### src/verilog/isf_cfg.svh
// Overview of operation
// - Master: write busy=1, inhibit=0 issues start.
// - Master: write busy=0, inhibit=0 issues stop.
// - Repeated start uses same write as start.
// - Inhibit reads 1, writing 1 ignored.
// - Status clears on reset and standby.
// - Bits 7..1 clear-only; bit 0 read/write.
// - Slave: stop during frame sets error halt.
// - Error halt clears by write or request clear.
// - Slave: stop after frame sets clean halt.
// - Clean halt clears by write or request clear.
// - Setting frame-done also sets interrupt request.
// - Frame-done set on empty/full, slave needs second hit.
// - After first/general match, frame-done stays clear.
// - Frame-done clears by write or request clear.
// - Slave receive: second address match sets flag.
// - Second hit clears by write or start.
// - First address match shows slave state flags.
// - General call shows both hits, slave receive.
// - Ack reads bus value transmitting, set value receiving.
// - Master transmit: data mismatch at clock rise loses arbitration.
// - Lost, first, general hits clear on data access.
`ifndef ISF_CFG_SVH
`define ISF_CFG_SVH
`define ISF_ADDR_STATUS   12'h000
`define ISF_ADDR_CONTROL  12'h004
`define ISF_ADDR_INTREQ   12'h008
`define ISF_ADDR_DATA     12'h00c
`define ISF_STATUS_RESET  8'h00
`define ISF_CTRL_INHIBIT  0
`define ISF_CTRL_BUSY     1
`define ISF_CTRL_MASTER   2
`define ISF_CTRL_TRANSMIT 3
`define ISF_BIT_ACK       0
`endif

### src/verilog/isf_pkg.sv
package isf_pkg;
  typedef struct packed {
    logic error_halt;
    logic clean_halt;
    logic frame_done;
    logic second_hit;
    logic arb_lost;
    logic primary_hit;
    logic general_hit;
    logic ack;
  } isf_status_s;
  typedef struct packed {
    logic start_cond;
    logic stop_cond;
    logic primary_match;
    logic general_match;
    logic second_match;
    logic data_empty_set;
    logic data_full_set;
    logic frame_active;
    logic ack_in;
  } isf_events_s;
endpackage : isf_pkg

### src/verilog/isf_status_flags.sv
// Local design decisions: the register addresses and register access over APB.
`include "isf_cfg.svh"
`timescale 1ns/1ps
`default_nettype none
module isf_status_flags (
  input  wire logic               CLK,
  input  wire logic               RESET,
  input  wire logic               STANDBY,
  input  wire logic               PSEL,
  input  wire logic               PENABLE,
  input  wire logic               PWRITE,
  input  wire logic [11:0]        PADDR,
  input  wire logic [31:0]        PWDATA,
  output logic      [31:0]        PRDATA,
  output logic                    PREADY,
  output logic                    PSLVERR,
  input  wire isf_pkg::isf_events_s EVENTS,
  input  wire logic               SCL_IN,
  input  wire logic               SDA_IN,
  input  wire logic               SDA_DRIVEN,
  output logic                    ISSUE_START,
  output logic                    ISSUE_STOP,
  output logic                    MASTER_MODE,
  output logic                    TRANSMIT_MODE,
  output logic                    BUS_BUSY,
  output logic                    INT_REQUEST,
  output logic                    ACK_TO_SEND
);
  import isf_pkg::*;

  isf_status_s st_q;
  isf_status_s st_d;
  isf_status_s seen_q;
  logic        ack_rx_q;
  logic        ack_tx_q;
  logic        master_q;
  logic        transmit_q;
  logic        busy_q;
  logic        intreq_q;
  logic        intreq_seen_q;
  logic        start_q;
  logic        stop_q;
  logic        after_first_q;
  logic        in_slave_rx_q;
  logic [1:0]  scl_sync_q;
  logic [1:0]  sda_sync_q;
  logic        scl_prev_q;
  logic [31:0] prdata_q;

  wire access      = PSEL & PENABLE;
  wire wr          = access & PWRITE;
  wire rd          = access & ~PWRITE;
  wire hit_status  = PADDR == `ISF_ADDR_STATUS;
  wire hit_control = PADDR == `ISF_ADDR_CONTROL;
  wire hit_intreq  = PADDR == `ISF_ADDR_INTREQ;
  wire hit_data    = PADDR == `ISF_ADDR_DATA;
  wire mapped      = hit_status | hit_control | hit_intreq | hit_data;
  wire wr_status   = wr & hit_status;
  wire wr_control  = wr & hit_control;
  wire rd_status   = rd & hit_status;
  wire slave       = ~master_q;
  wire [7:0] wbyte = PWDATA[7:0];

  // A start or stop is only issued when the inhibit bit is written as zero.
  wire issue_en    = wr_control & ~PWDATA[`ISF_CTRL_INHIBIT] & master_q;
  wire start_now   = issue_en & PWDATA[`ISF_CTRL_BUSY];
  wire stop_now    = issue_en & ~PWDATA[`ISF_CTRL_BUSY];

  // Interrupt request clear follows the same read-then-write-zero discipline.
  wire intreq_clr  = wr & hit_intreq & ~PWDATA[0] & intreq_seen_q;
  wire data_access = access & hit_data & (PWRITE == transmit_q);
  wire scl_rise    = scl_sync_q[1] & ~scl_prev_q;
  wire arb_mismatch = master_q & transmit_q & scl_rise & (SDA_DRIVEN != sda_sync_q[1]);
  wire xfer_end    = EVENTS.data_empty_set | EVENTS.data_full_set;
  // Frame-done in slave mode needs the second address hit, and is held off after first or general match.
  wire fd_set      = xfer_end & (master_q | (st_q.second_hit & ~after_first_q));

  // Software clear of a flag: zero written, flag seen as one, not set again since the read.
  wire [7:1] wclr  = {7{wr_status}} & ~wbyte[7:1] & seen_q[7:1];

  always_comb begin
    st_d = st_q;
    st_d.error_halt  = (st_q.error_halt & ~wclr[7] & ~intreq_clr)
                       | (slave & EVENTS.stop_cond & EVENTS.frame_active);
    st_d.clean_halt  = (st_q.clean_halt & ~wclr[6] & ~intreq_clr)
                       | (slave & EVENTS.stop_cond & ~EVENTS.frame_active);
    st_d.frame_done  = (st_q.frame_done & ~wclr[5] & ~intreq_clr) | fd_set;
    st_d.second_hit  = (st_q.second_hit & ~wclr[4] & ~EVENTS.start_cond & ~master_q)
                       | (slave & in_slave_rx_q & EVENTS.second_match);
    st_d.arb_lost    = (st_q.arb_lost & ~wclr[3] & ~data_access) | arb_mismatch;
    st_d.primary_hit = (st_q.primary_hit & ~wclr[2] & ~data_access & ~master_q)
                       | (slave & (EVENTS.primary_match | EVENTS.general_match));
    st_d.general_hit = (st_q.general_hit & ~wclr[1] & ~data_access & ~master_q)
                       | (slave & EVENTS.general_match);
    st_d.ack         = transmit_q ? ack_rx_q : ack_tx_q;
  end

  always_ff @(posedge CLK) begin
    if (RESET | STANDBY) begin
      st_q          <= `ISF_STATUS_RESET;
      seen_q        <= `ISF_STATUS_RESET;
      ack_rx_q      <= 1'b0;
      ack_tx_q      <= 1'b0;
      intreq_q      <= 1'b0;
      intreq_seen_q <= 1'b0;
      after_first_q <= 1'b0;
    end else begin
      st_q          <= st_d;
      // A bit set after the read must not be clearable by the following write.
      seen_q        <= rd_status ? st_q : (seen_q & st_q & ~(st_d & ~st_q));
      if (transmit_q & EVENTS.frame_active == 1'b0 & xfer_end)
        ack_rx_q <= EVENTS.ack_in;
      if (wr_status)
        ack_tx_q <= wbyte[`ISF_BIT_ACK];
      intreq_q      <= (intreq_q & ~intreq_clr) | fd_set | xfer_end
                       | (slave & (EVENTS.stop_cond | EVENTS.primary_match
                       | EVENTS.general_match | EVENTS.second_match));
      intreq_seen_q <= (rd & hit_intreq) ? intreq_q : (intreq_seen_q & intreq_q & ~intreq_clr);
      if (EVENTS.start_cond | EVENTS.stop_cond)
        after_first_q <= 1'b0;
      else if (slave & (EVENTS.primary_match | EVENTS.general_match))
        after_first_q <= 1'b1;
    end
  end

  always_ff @(posedge CLK) begin
    if (RESET) begin
      master_q      <= 1'b0;
      transmit_q    <= 1'b0;
      busy_q        <= 1'b0;
      in_slave_rx_q <= 1'b0;
      start_q       <= 1'b0;
      stop_q        <= 1'b0;
      scl_sync_q    <= 2'h3;
      sda_sync_q    <= 2'h3;
      scl_prev_q    <= 1'b1;
      prdata_q      <= 32'h0000_0000;
    end else begin
      scl_sync_q    <= {scl_sync_q[0], SCL_IN};
      sda_sync_q    <= {sda_sync_q[0], SDA_IN};
      scl_prev_q    <= scl_sync_q[1];
      start_q       <= start_now;
      stop_q        <= stop_now;
      if (wr_control) begin
        master_q   <= PWDATA[`ISF_CTRL_MASTER];
        transmit_q <= PWDATA[`ISF_CTRL_TRANSMIT];
      end else if (arb_mismatch) begin
        master_q   <= 1'b0;
        transmit_q <= 1'b0;
      end else if (slave & (EVENTS.primary_match | EVENTS.general_match)) begin
        transmit_q <= 1'b0;
      end
      if (EVENTS.start_cond)
        busy_q <= 1'b1;
      else if (EVENTS.stop_cond)
        busy_q <= 1'b0;
      if (EVENTS.start_cond)
        in_slave_rx_q <= slave;
      else if (EVENTS.second_match | EVENTS.primary_match | EVENTS.general_match)
        in_slave_rx_q <= 1'b0;
      if (rd)
        prdata_q <= hit_status  ? {24'h00_0000, st_q} :
                    hit_control ? {28'h000_0000, transmit_q, master_q, busy_q, 1'b1} :
                    hit_intreq  ? {31'h0000_0000, intreq_q} : 32'h0000_0000;
    end
  end

  // The slave never stalls, so read data is driven combinationally in the access cycle itself.
  assign PREADY        = 1'b1;
  assign PSLVERR       = access & ~mapped;
  assign PRDATA        = rd ? (hit_status  ? {24'h00_0000, st_q} :
                               hit_control ? {28'h000_0000, transmit_q, master_q, busy_q, 1'b1} :
                               hit_intreq  ? {31'h0000_0000, intreq_q} : 32'h0000_0000) : prdata_q;
  assign ISSUE_START   = start_q;
  assign ISSUE_STOP    = stop_q;
  assign MASTER_MODE   = master_q;
  assign TRANSMIT_MODE = transmit_q;
  assign BUS_BUSY      = busy_q;
  assign INT_REQUEST   = intreq_q;
  assign ACK_TO_SEND   = ack_tx_q;
endmodule : isf_status_flags
`default_nettype wire

### config.mk
export PLATFORM = sky130hd
export DESIGN_NAME = isf_status_flags
export DESIGN_NICKNAME = d
export VERILOG_FILES = /design/src/verilog/isf_pkg.sv /design/src/verilog/isf_status_flags.sv
export VERILOG_INCLUDE_DIRS = /design/src /design/src/verilog
export SDC_FILE = /design/constraint.sdc
export NUM_CORES = 1
export LEC_CHECK = 0
export CAP_MARGIN = 20
export CORE_UTILIZATION = 61
export CTS_CLUSTER_DIAMETER = 120
export DETAILED_ROUTE_END_ITERATION = 16
export DONT_BUFFER_PORTS = 1
export PLACE_DENSITY_LB_ADDON = 0.08
export SETUP_SLACK_MARGIN = 0.02
export SLEW_MARGIN = 20
export SYNTH_ARGS = -nofsm -noshare
export SYNTH_HDL_FRONTEND = slang
export SYNTH_SLANG_ARGS = --single-unit
export TNS_END_PERCENT = 100
### constraint.sdc
create_clock -name CLK -period 4.9 [get_ports CLK]
set_clock_uncertainty 0.1 [all_clocks]
set_input_delay 0.49 -clock CLK [delete_from_list [all_inputs] [get_ports CLK]]
set_output_delay 0.49 -clock CLK [all_outputs]
set_load 0.01 [all_outputs]
==> flow_summary_export.csv, run 1 <==
group,metric,value,unit
power_and_ir_drop,pwr-share-comb,2.6,%
power_and_ir_drop,power.density,377.7,nW/um^2
floorplanning,die-area,4377,sq um
power_and_ir_drop,peakVddDrop,285.1,uV
min_path,hold_path_class,"input pin to flop",
setup_path,worstPathArrival,2150,ps
detailed_routing,wl_met1,2.348,mm
detailed_routing,avgViaCountPerCell,5.869,
yosys,ys_top_cells_by_area,"dfxtp_1, nor2b_1, and2_1",
yosys,yosysUniqueCellTypes,40,
detailed_routing,wl_met2,2.441,mm
power_and_ir_drop,sw_frac_of_total,19.88,%
clock_network,cts_inserted_buffers,9,
detailed_routing,wirelength,5.271,mm
clock_network,clock_latency,330,ps
timing,worstMarginPinSlew,743.4,ps
floorplanning,die_w,66.16,um
yosys,ys_seq_elements,63,
setup_path,path_class,"input pin to primary output",
power_and_ir_drop,clockPowerShare,46.7,%
floorplanning,start_util,66.11,%
clock_network,cts.sinks,63,
detailed_routing,firstDrtPassIters,4,
detailed_routing,drt-wirelength-per-cell,16.79,um
yosys,async_reset_ff_share,0,%
clock_network,cts_tree,"built",
yosys,synth_area_per_cell,9.548,sq um
clock_network,path_clk_slew,60,ps
timing,slew_headroom,50.26,%
setup_path,worstSetupStartpointType,"input pin",
place,place_congestion,0.7548,
clock_network,cts_max_level,3,
yosys,synth_top_cell_area_share,50.22,%
detailed_routing,via_count,1843,
run,drv_cap,0,
grt,grt_pass1_wl,8.155,mm
place,dp_hpwl,3.499,mm
floorplanning,die_y,66.16,um
detailed_routing,top_layer_used,"met4",
finish,synthToLayoutAreaGrowth,8.520,%
setup_path,crit_chain,"or4_1 -> nor4b_4 -> nor2b_1 -> nor2_1",
floorplanning,core_area,3799,sq um
setup_path,crit_path_end_kind,"primary output",
yosys,synthCells,263,
setup_path,path_buf_inv,0,
detailed_routing,drc,0,
power_and_ir_drop,p_leak,1.122,nW
setup_path,cpPeakStageDelay,650,ps
clock_network,cts_resized,0,
timing,hold_viol,0,
finish,layout.nets,324,
clock_network,clockBufferDepth,2,
detailed_routing,first_iter_violations,71,
yosys,synth_nets,325,
setup_path,cp_top_family,"simple AND/OR/NAND/NOR gates",
power_and_ir_drop,power.share.sequential,50.7,%
finish,fillers,314,
place,port_buffers,0,
clock_network,cts-root-buf,"clkbuf_8",
power_and_ir_drop,p_sw,0.2046,mW
grt,grtUsageTotal,25.85,%
timing,fin_crit_sh,55.89,%
yosys,seq_area_frac_synth,50.22,%
clock_network,ctsHoldBuffers,0,
power_and_ir_drop,finalPower,1.029,mW
grt,grt_max_degree,45,
power_and_ir_drop,p_int,0.8246,mW
status,run_status,"completed",
setup_path,crit_slowest_cell,"nor4b_4",
grt,antenna_found_initial,0,
yosys,synth_area_leader_cell,"dfxtp_1",
place,placed_cells,299,
detailed_routing,antenna_left,0,
finish,antenna_cells,0,
timing,rsz0062_at_grt,"false",
timing,setup_tns,0,ps
timing,fin_ws,2162,ps
yosys,ys.flop_type,"dfxtp_1",
grt,overflow,0,
yosys,synth_area,2511,sq um
grt,first_global_vias,1754,
finish,final_cells,314,
setup_path,required,4310,ps
timing,maxSlewViolCount,0,
place,dp_slack,2148,ps
floorplanning,row_count,22,
floorplanning,io_pins,103,
finish,drive_gt1_share,10.90,%
clock_network,postCtsSetupRepairBufs,0,
yosys,synth_warnings,0,
detailed_routing,wl_met3,405,um
timing,fmax,365.2,MHz
timing,fin_crit,2738,ps
setup_path,path_max_fanout,12,
timing,setup_viol,0,
yosys,synth_edf_count,0,
-- cell usage after synthesis, types with 2 or more instances --
cell type   n
a21oi_1     7
a22o_1      3
and2_1     26
and2b_1     4
buf_4       4
clkbuf_1    8
dfxtp_1    63
inv_1       3
mux2i_1     6
nand2_1    13
nand2b_1    5
nand3_1     6
nand3b_1    2
nand4_1     4
nand4b_1    2
nor2_1     19
nor2b_1    32
nor3_1      2
nor3b_1     4
nor4_1      6
o211a_1     6
o21ai_0     8
o21ai_2     3
o31ai_1     2
o32ai_1     2
or2_2       6
or4_1       2
or4_4       2
xor2_1      2
-- power groups by stage --
stage          Clock, mW  Sequential [mW]  Combinational, mW
6_report           0.481            0.522             0.0269
5_1_grt            0.510            0.522             0.0298
4_1_cts            0.487            0.522             0.0269
3_5_place_dp           0            0.533             0.0265
3_3_place_gp           0            0.533             0.0260
2_1_floorplan          0            0.532             0.0284
-- registers in the layout (all words and copies together) (netlist names) --
signal         flops
ISSUE_STOP         1
ACK_TO_SEND        1
INT_REQUEST        1
after_first_q      1
BUS_BUSY           1
prdata_q          32
ISSUE_START        1
in_slave_rx_q      1
scl_prev_q         1
seen_q             7
TRANSMIT_MODE      1
scl_sync_q         2
intreq_seen_q      1
st_q               8
MASTER_MODE        1
ack_rx_q           1
sda_sync_q         2
-- final timing paths --
check | slack, ps | start | depth (start not counted) | end
max reg2reg | 3450 | TRANSMIT_MODE$_SDFFE_PP0P_ | 3 | st_q[3]$_SDFF_PP0_
min | 120 | RESET | 1 | prdata_q[17]$_SDFF_PP0_
max | 2160 | PADDR[9] | 4 | PRDATA[0]
min reg2reg | 310 | sda_sync_q[0]$_SDFF_PP1_ | 1 | sda_sync_q[1]$_SDFF_PP1_
-- cell families after synthesis --
kind of cell / synth area share, %
AND/OR/NAND/NOR: 32.69
flip-flops: 50.22
AO/OA/AOI/OAI: 10.36
buffers and inverters: 3.039
multiplexers: 2.840
XOR/XNOR: 0.6977
other: 0.1493
-- cell usage in the layout, fill, tap and decap left out, types with 4 or more instances in the layout --
cell,Yosys,layout
nor4_1,6,6
and2_1,26,26
and2b_1,4,4
o21ai_0,8,8
nand3_1,6,6
clkbuf_8,0,10
a21oi_1,7,7
nor3b_1,4,4
nand4_1,4,4
dfxtp_1,63,63
nor2b_1,32,32
nand2b_1,5,5
or2_2,6,6
nor2_1,19,19
o211a_1,6,6
nand2_1,13,13
mux2i_1,6,6
-- layer usage --
| metal | GRT usage (%) | vias to the layer above |
|---|---|---|
| li1 | - | 896 |
| met1 | 32.21 | 865 |
| met2 | 40.56 | 72 |
| met3 | 7.241 | 10 |
| met4 | 13.30 | 0 |
| met5 | 0 | - |
-- worst reg2reg max path, cell delays in order, from the launching register on --
cell,delay [ps]
dfxtp_1,570
xor2_1,130
nor3_1,350
o32ai_1,160
-- stage by stage --
stage                     hold WS, ps  utilization, %  instance area [sq um]
after floorplan                 289.5               -                   2511
after global placement          292.8           66.17                   2514
after detailed placement        296.6           66.17                   2514
after CTS                       106.9           71.74                   2725
after global routing            103.9           71.74                   2725
final                           116.7           71.74                   2725
-- final cells by class --
type | count | area [sq um] | area share (%)
Clock buffer | 11 | 141.4 | 5.188
Clock inverter | 4 | 70.07 | 2.571
Inverter | 3 | 11.26 | 0.4132
Multi-Input combinational cell | 184 | 1174 | 43.07
Sequential cell | 63 | 1261 | 46.28
Tap cell | 48 | 60.06 | 2.204
Timing Repair Buffer | 1 | 7.507 | 0.2755
No activity file was read; power rests on OpenSTA's default activity.
==> inputs of run 2 (changes only) <==
clock period = 2.55 ns   (was 4.9 ns; I/O delays follow)
==> run 2 against run 1 <==
Net effect: clock power grew 83%; non-clock buffer count grew 16; setup slack lost 1800 ps; sequential share of layout area shrank 2.6 points; count of clock-buffer cells in the layout shrank 1; combinational power grew to 3.1 times the previous value; core utilization grew 4.2 points; global-route usage grew 1.1 points; first-iteration DRC count grew to 2.7 times the previous value; cell count grew 5.4%; die area is the same; sequential cell count is the same; critical endpoint unchanged; largest cell class unchanged; highest routed layer unchanged.
==> flow_summary_export.csv, run 2 (synthesis gave the netlist of run 1 again) <==
group,metric,value,unit
clock_network,cts-root-buf,"clkbuf_8",
finish,layout_commonest_cell,"dfxtp_1",
detailed_routing,drt-wirelength-per-cell,16.89,um
setup_path,reg2reg_depth,3,
finish,antenna_cells,0,
setup_path,worstSetupStartpointType,"input pin",
timing,fin_crit,2178,ps
timing,setup_viol,0,
clock_network,clock_latency,330,ps
finish,final_cells,331,
clock_network,cts.sinks,63,
grt,grt_pass1_wl,8.507,mm
place,port_buffers,0,
grt,grt_max_degree,38,
floorplanning,core_area,3799,sq um
run,drv_cap,0,
finish,fin_area,2887,sq um
timing,hold_viol,0,
timing,slew_headroom,59.50,%
detailed_routing,firstDrtPassIters,5,
timing,rsz0062_at_grt,"false",
floorplanning,die-area,4377,sq um
detailed_routing,drc,0,
detailed_routing,first_iter_violations,189,
timing,fmax,459.2,MHz
setup_path,path_max_fanout,10,
clock_network,cts_inserted_buffers,9,
detailed_routing,wirelength,5.589,mm
grt,first_global_vias,1814,
floorplanning,io_pins,103,
floorplanning,row_count,22,
clock_network,cts_max_level,3,
grt,overflow,0,
detailed_routing,antenna_left,0,
place,dp_hpwl,3.591,mm
timing,worstMarginPinSlew,605.0,ps
floorplanning,die_y,66.16,um
finish,largest_register_ffs,32,
place,placed_cells,301,
setup_path,worstPathArrival,1820,ps
setup_path,rr_startpoint,"TRANSMIT_MODE$_SDFFE_PP0P_",
clock_network,postCtsSetupRepairBufs,0,
grt,antenna_found_initial,0,
detailed_routing,via_count,1930,
timing,whs,8.561,ps
place,place_congestion,0.7902,
place,place_area,2529,sq um
setup_path,crit_path_end_kind,"primary output",
setup_path,required,2190,ps
setup_path,path_class,"input pin to primary output",
clock_network,cts_tree,"built",
floorplanning,die_w,66.16,um
power_and_ir_drop,peakVddDrop,553.8,uV
timing,fin_crit_sh,85.40,%
min_path,hold_path_class,"input pin to flop",
finish,synthToLayoutAreaGrowth,14.95,%
status,run_status,"completed",
setup_path,crit_path_start,"PADDR[9]",
power_and_ir_drop,power.density,680.9,nW/um^2
power_and_ir_drop,finalPower,1.965,mW
floorplanning,start_util,66.11,%
detailed_routing,avgViaCountPerCell,5.831,
grt,grtUsageTotal,26.97,%
setup_path,r2r-end,"st_q[3]$_SDFF_PP0_",
setup_path,r2r_slack,1120,ps
timing,maxSlewViolCount,0,
finish,drive_gt1_share,12.01,%
setup_path,worstSetupEndpoint,"PRDATA[0]",
finish,regMostFlops,"prdata_q",
finish,mostFrequentLayoutCells,"dfxtp_1, nor2b_1, and2_1",
timing,setup_tns,0,ps
clock_network,path_clk_slew,70,ps
finish,layout.nets,340,
power_and_ir_drop,p_leak,1.182,nW
finish,top_regs,"prdata_q: 32 flops, st_q: 8 flops, seen_q: 7 flops",
clock_network,clockBufferDepth,2,
[run 2: cell count changes in the layout (fill, tap and decap cells not counted)]
cell           change
clkinv_4           +2
clkinvlp_4         +3
clkbuf_1           -1
bufinv_16          -1
buf_12             +1
clkinv_2           -2
buf_4              +2
dlygate4sd3_1     +13
[run 2: worst min path at each step]
stage          startpoint                      end  slack, ps  cells after the start
6_report        EVENTS[8]       st_q[4]$_SDFF_PP0_          9                      3
3_3_place_gp        RESET  prdata_q[14]$_SDFF_PP0_        230                      1
4_1_cts             RESET   prdata_q[3]$_SDFF_PP0_        0.2                      1
5_1_grt             RESET   prdata_q[7]$_SDFF_PP0_          4                      1
2_1_floorplan   PWDATA[1]    ISSUE_STOP$_SDFF_PP0_        230                      1
3_5_place_dp        RESET  prdata_q[22]$_SDFF_PP0_        230                      1
[run 2: timing repair]
action	CTS	global route
hold endpoints to repair	46	0
gates resized for setup	0	0
hold buffers	14	0
[run 2: power breakdown]
part           switching (mW)  leakage, nW  total, mW  internal [mW]
Sequential            0.00808        0.510       1.00          0.994
Clock                   0.400       0.0947      0.881          0.480
Combinational          0.0436        0.577     0.0830         0.0394
Total                   0.452         1.18       1.97           1.51
[run 2: worst max-delay path, cell delays in order]
cell	delay, ps
or4_1	640
nor4b_4	580
nor2b_1	240
nor2_1	100
[run 2: metrics by stage]
stage / setup WS (ps) / utilization (%)
3_3_place_gp: 371.7 / 66.57
5_1_grt: 260.2 / 75.99
4_1_cts: 369.5 / 75.99
6_report: 372.3 / 75.99
2_1_floorplan: 621.6 / -
3_5_place_dp: 377.0 / 66.57
[run 2: area by class of cell]
type	count	area, sq um
Clock buffer	10	137.6
Clock inverter	6	70.07
Fill cell	280	912.1
Inverter	3	11.26
Multi-Input combinational cell	184	1174
Sequential cell	63	1261
Tap cell	48	60.06
Timing Repair Buffer	17	172.7
[run 2: per-layer routing]
metal	global-route usage, %	wire length (um)	vias to the layer above
met5	0	0	-
met4	10.37	67	0
met3	9.483	484	8
met2	42.35	2635	92
met1	33.81	2402	898
li1	-	-	932
==> inputs of run 3 (changes only) <==
clock period = 2.5 ns   (was 2.55 ns; I/O delays follow)
==> run 3 against run 2 <==
Net effect: sequential cell count is the same; combinational power up 8.1%; non-clock buffer count rose by 2; global-route usage up 1.7 points; cell area rose by 0.74%; clock power grew 4.7%; sequential share of layout area fell by 0.32 points; critical path type unchanged.
==> flow_summary_export.csv, run 3 (synthesis gave the netlist of run 1 again) <==
group,metric,value,unit
floorplanning,die_w,66.16,um
setup_path,path_max_fanout,10,
finish,final_util,76.55,%
timing,fin_crit,2252,ps
clock_network,cts_resized,0,
status,run_status,"completed",
setup_path,r2r-end,"st_q[3]$_SDFF_PP0_",
power_and_ir_drop,power.density,699.4,nW/um^2
grt,antenna_found_initial,0,
setup_path,path_class,"input pin to primary output",
grt,first_global_vias,1969,
floorplanning,start_util,66.11,%
finish,synthToLayoutAreaGrowth,15.79,%
timing,setup_viol,0,
floorplanning,core_area,3799,sq um
clock_network,cts-root-buf,"clkbuf_8",
setup_path,rr_startpoint,"TRANSMIT_MODE$_SDFFE_PP0P_",
finish,fillers,291,
floorplanning,row_count,22,
floorplanning,die_y,66.16,um
clock_network,cts_inserted_buffers,9,
finish,antenna_cells,0,
setup_path,crit_path_end_kind,"primary output",
clock_network,ctsHoldBuffers,15,
place,port_buffers,0,
detailed_routing,first_iter_violations,105,
detailed_routing,firstDrtPassIters,4,
timing,hold_viol,0,
floorplanning,io_pins,103,
timing,rsz0062_at_grt,"false",
detailed_routing,avgViaCountPerCell,5.742,
clock_network,cts_tree,"built",
finish,largest_register_ffs,32,
power_and_ir_drop,peakVddDrop,514.0,uV
finish,layout_commonest_cell,"dfxtp_1",
timing,whs,9.899,ps
floorplanning,die-area,4377,sq um
clock_network,path_clk_slew,70,ps
power_and_ir_drop,p_leak,1.205,nW
detailed_routing,antenna_left,0,
place,place_congestion,0.7819,
setup_path,r2r_slack,1010,ps
place,place_area,2529,sq um
timing,slew_headroom,55.57,%
detailed_routing,drt-wirelength-per-cell,17.29,um
timing,fin_crit_sh,90.08,%
min_path,hold_path_class,"input pin to flop",
timing,maxSlewViolCount,0,
timing,worstMarginPinSlew,663.6,ps
grt,grt_max_degree,38,
finish,fin_area,2908,sq um
finish,regMostFlops,"prdata_q",
clock_network,clockBufferDepth,2,
clock_network,cts.sinks,63,
finish,drive_gt1_share,11.58,%
setup_path,crit_path_start,"PADDR[9]",
detailed_routing,drc,0,
detailed_routing,wirelength,5.756,mm
grt,overflow,0,
finish,layout.nets,342,
clock_network,clock_latency,330,ps
power_and_ir_drop,finalPower,2.034,mW
grt,grt_pass1_wl,8.997,mm
setup_path,worstPathArrival,1900,ps
finish,mostFrequentLayoutCells,"dfxtp_1, nor2b_1, and2_1",
finish,top_regs,"prdata_q: 32 flops, st_q: 8 flops, seen_q: 7 flops",
clock_network,postCtsSetupRepairBufs,0,
setup_path,required,2150,ps
clock_network,cts_max_level,3,
setup_path,reg2reg_depth,3,
setup_path,worstSetupStartpointType,"input pin",
detailed_routing,via_count,1912,
setup_path,worstSetupEndpoint,"PRDATA[0]",
run,drv_cap,0,
grt,grtUsageTotal,28.69,%
timing,setup_tns,0,ps
timing,fmax,444.0,MHz
place,dp_hpwl,3.594,mm
run 3: worst min path at each step:
stage / from / to / slack, ps / cells past startpoint
6_report: PWDATA[0] / ISSUE_START$_SDFF_PP0_ / 10 / 3
5_1_grt: EVENTS[8] / st_q[4]$_SDFF_PP0_ / 30 / 3
4_1_cts: PWDATA[0] / ISSUE_START$_SDFF_PP0_ / 4 / 3
3_5_place_dp: RESET / MASTER_MODE$_SDFFE_PP0P_ / 230 / 1
3_3_place_gp: RESET / prdata_q[12]$_SDFF_PP0_ / 220 / 1
2_1_floorplan: PWDATA[1] / ISSUE_STOP$_SDFF_PP0_ / 220 / 1
run 3: routing by layer:
| layer | track usage [%] | part of all wire [%] | up-vias | wire, um |
|---|---|---|---|---|
| met5 | 0 | 0 | - | 0 |
| met4 | 11.17 | 1.3 | 0 | 73 |
| met3 | 11.21 | 8.2 | 8 | 473 |
| met2 | 45.54 | 47 | 75 | 2704 |
| met1 | 34.79 | 44 | 895 | 2504 |
| li1 | - | - | 934 | - |
run 3: cell type report:
cell class	instances	area, sq um	share of cell area (%)
Timing Repair Buffer	19	192.7	6.627
Inverter	3	11.26	0.3873
Clock inverter	3	40.04	1.377
Sequential cell	63	1261	43.37
Tap cell	48	60.06	2.065
Multi-Input combinational cell	184	1174	40.36
Clock buffer	13	168.9	5.809
run 3: through the flow:
step,std cells,setup WS [ps]
global route,333,188.6
detailed placement,301,262.9
finish,333,247.9
floorplan,263,581.6
global placement,301,332.3
CTS,332,256.2
run 3: critical path: stages:
cell and delay [ps]:
or4_1 650, nor4b_4 620, nor2b_1 260, nor2_1 110
run 3: where the power goes:
group	internal (mW)	switching (mW)	total, mW
Combinational	0.0423	0.0475	0.0897
Sequential	1.01	0.00835	1.02
Clock	0.539	0.382	0.922
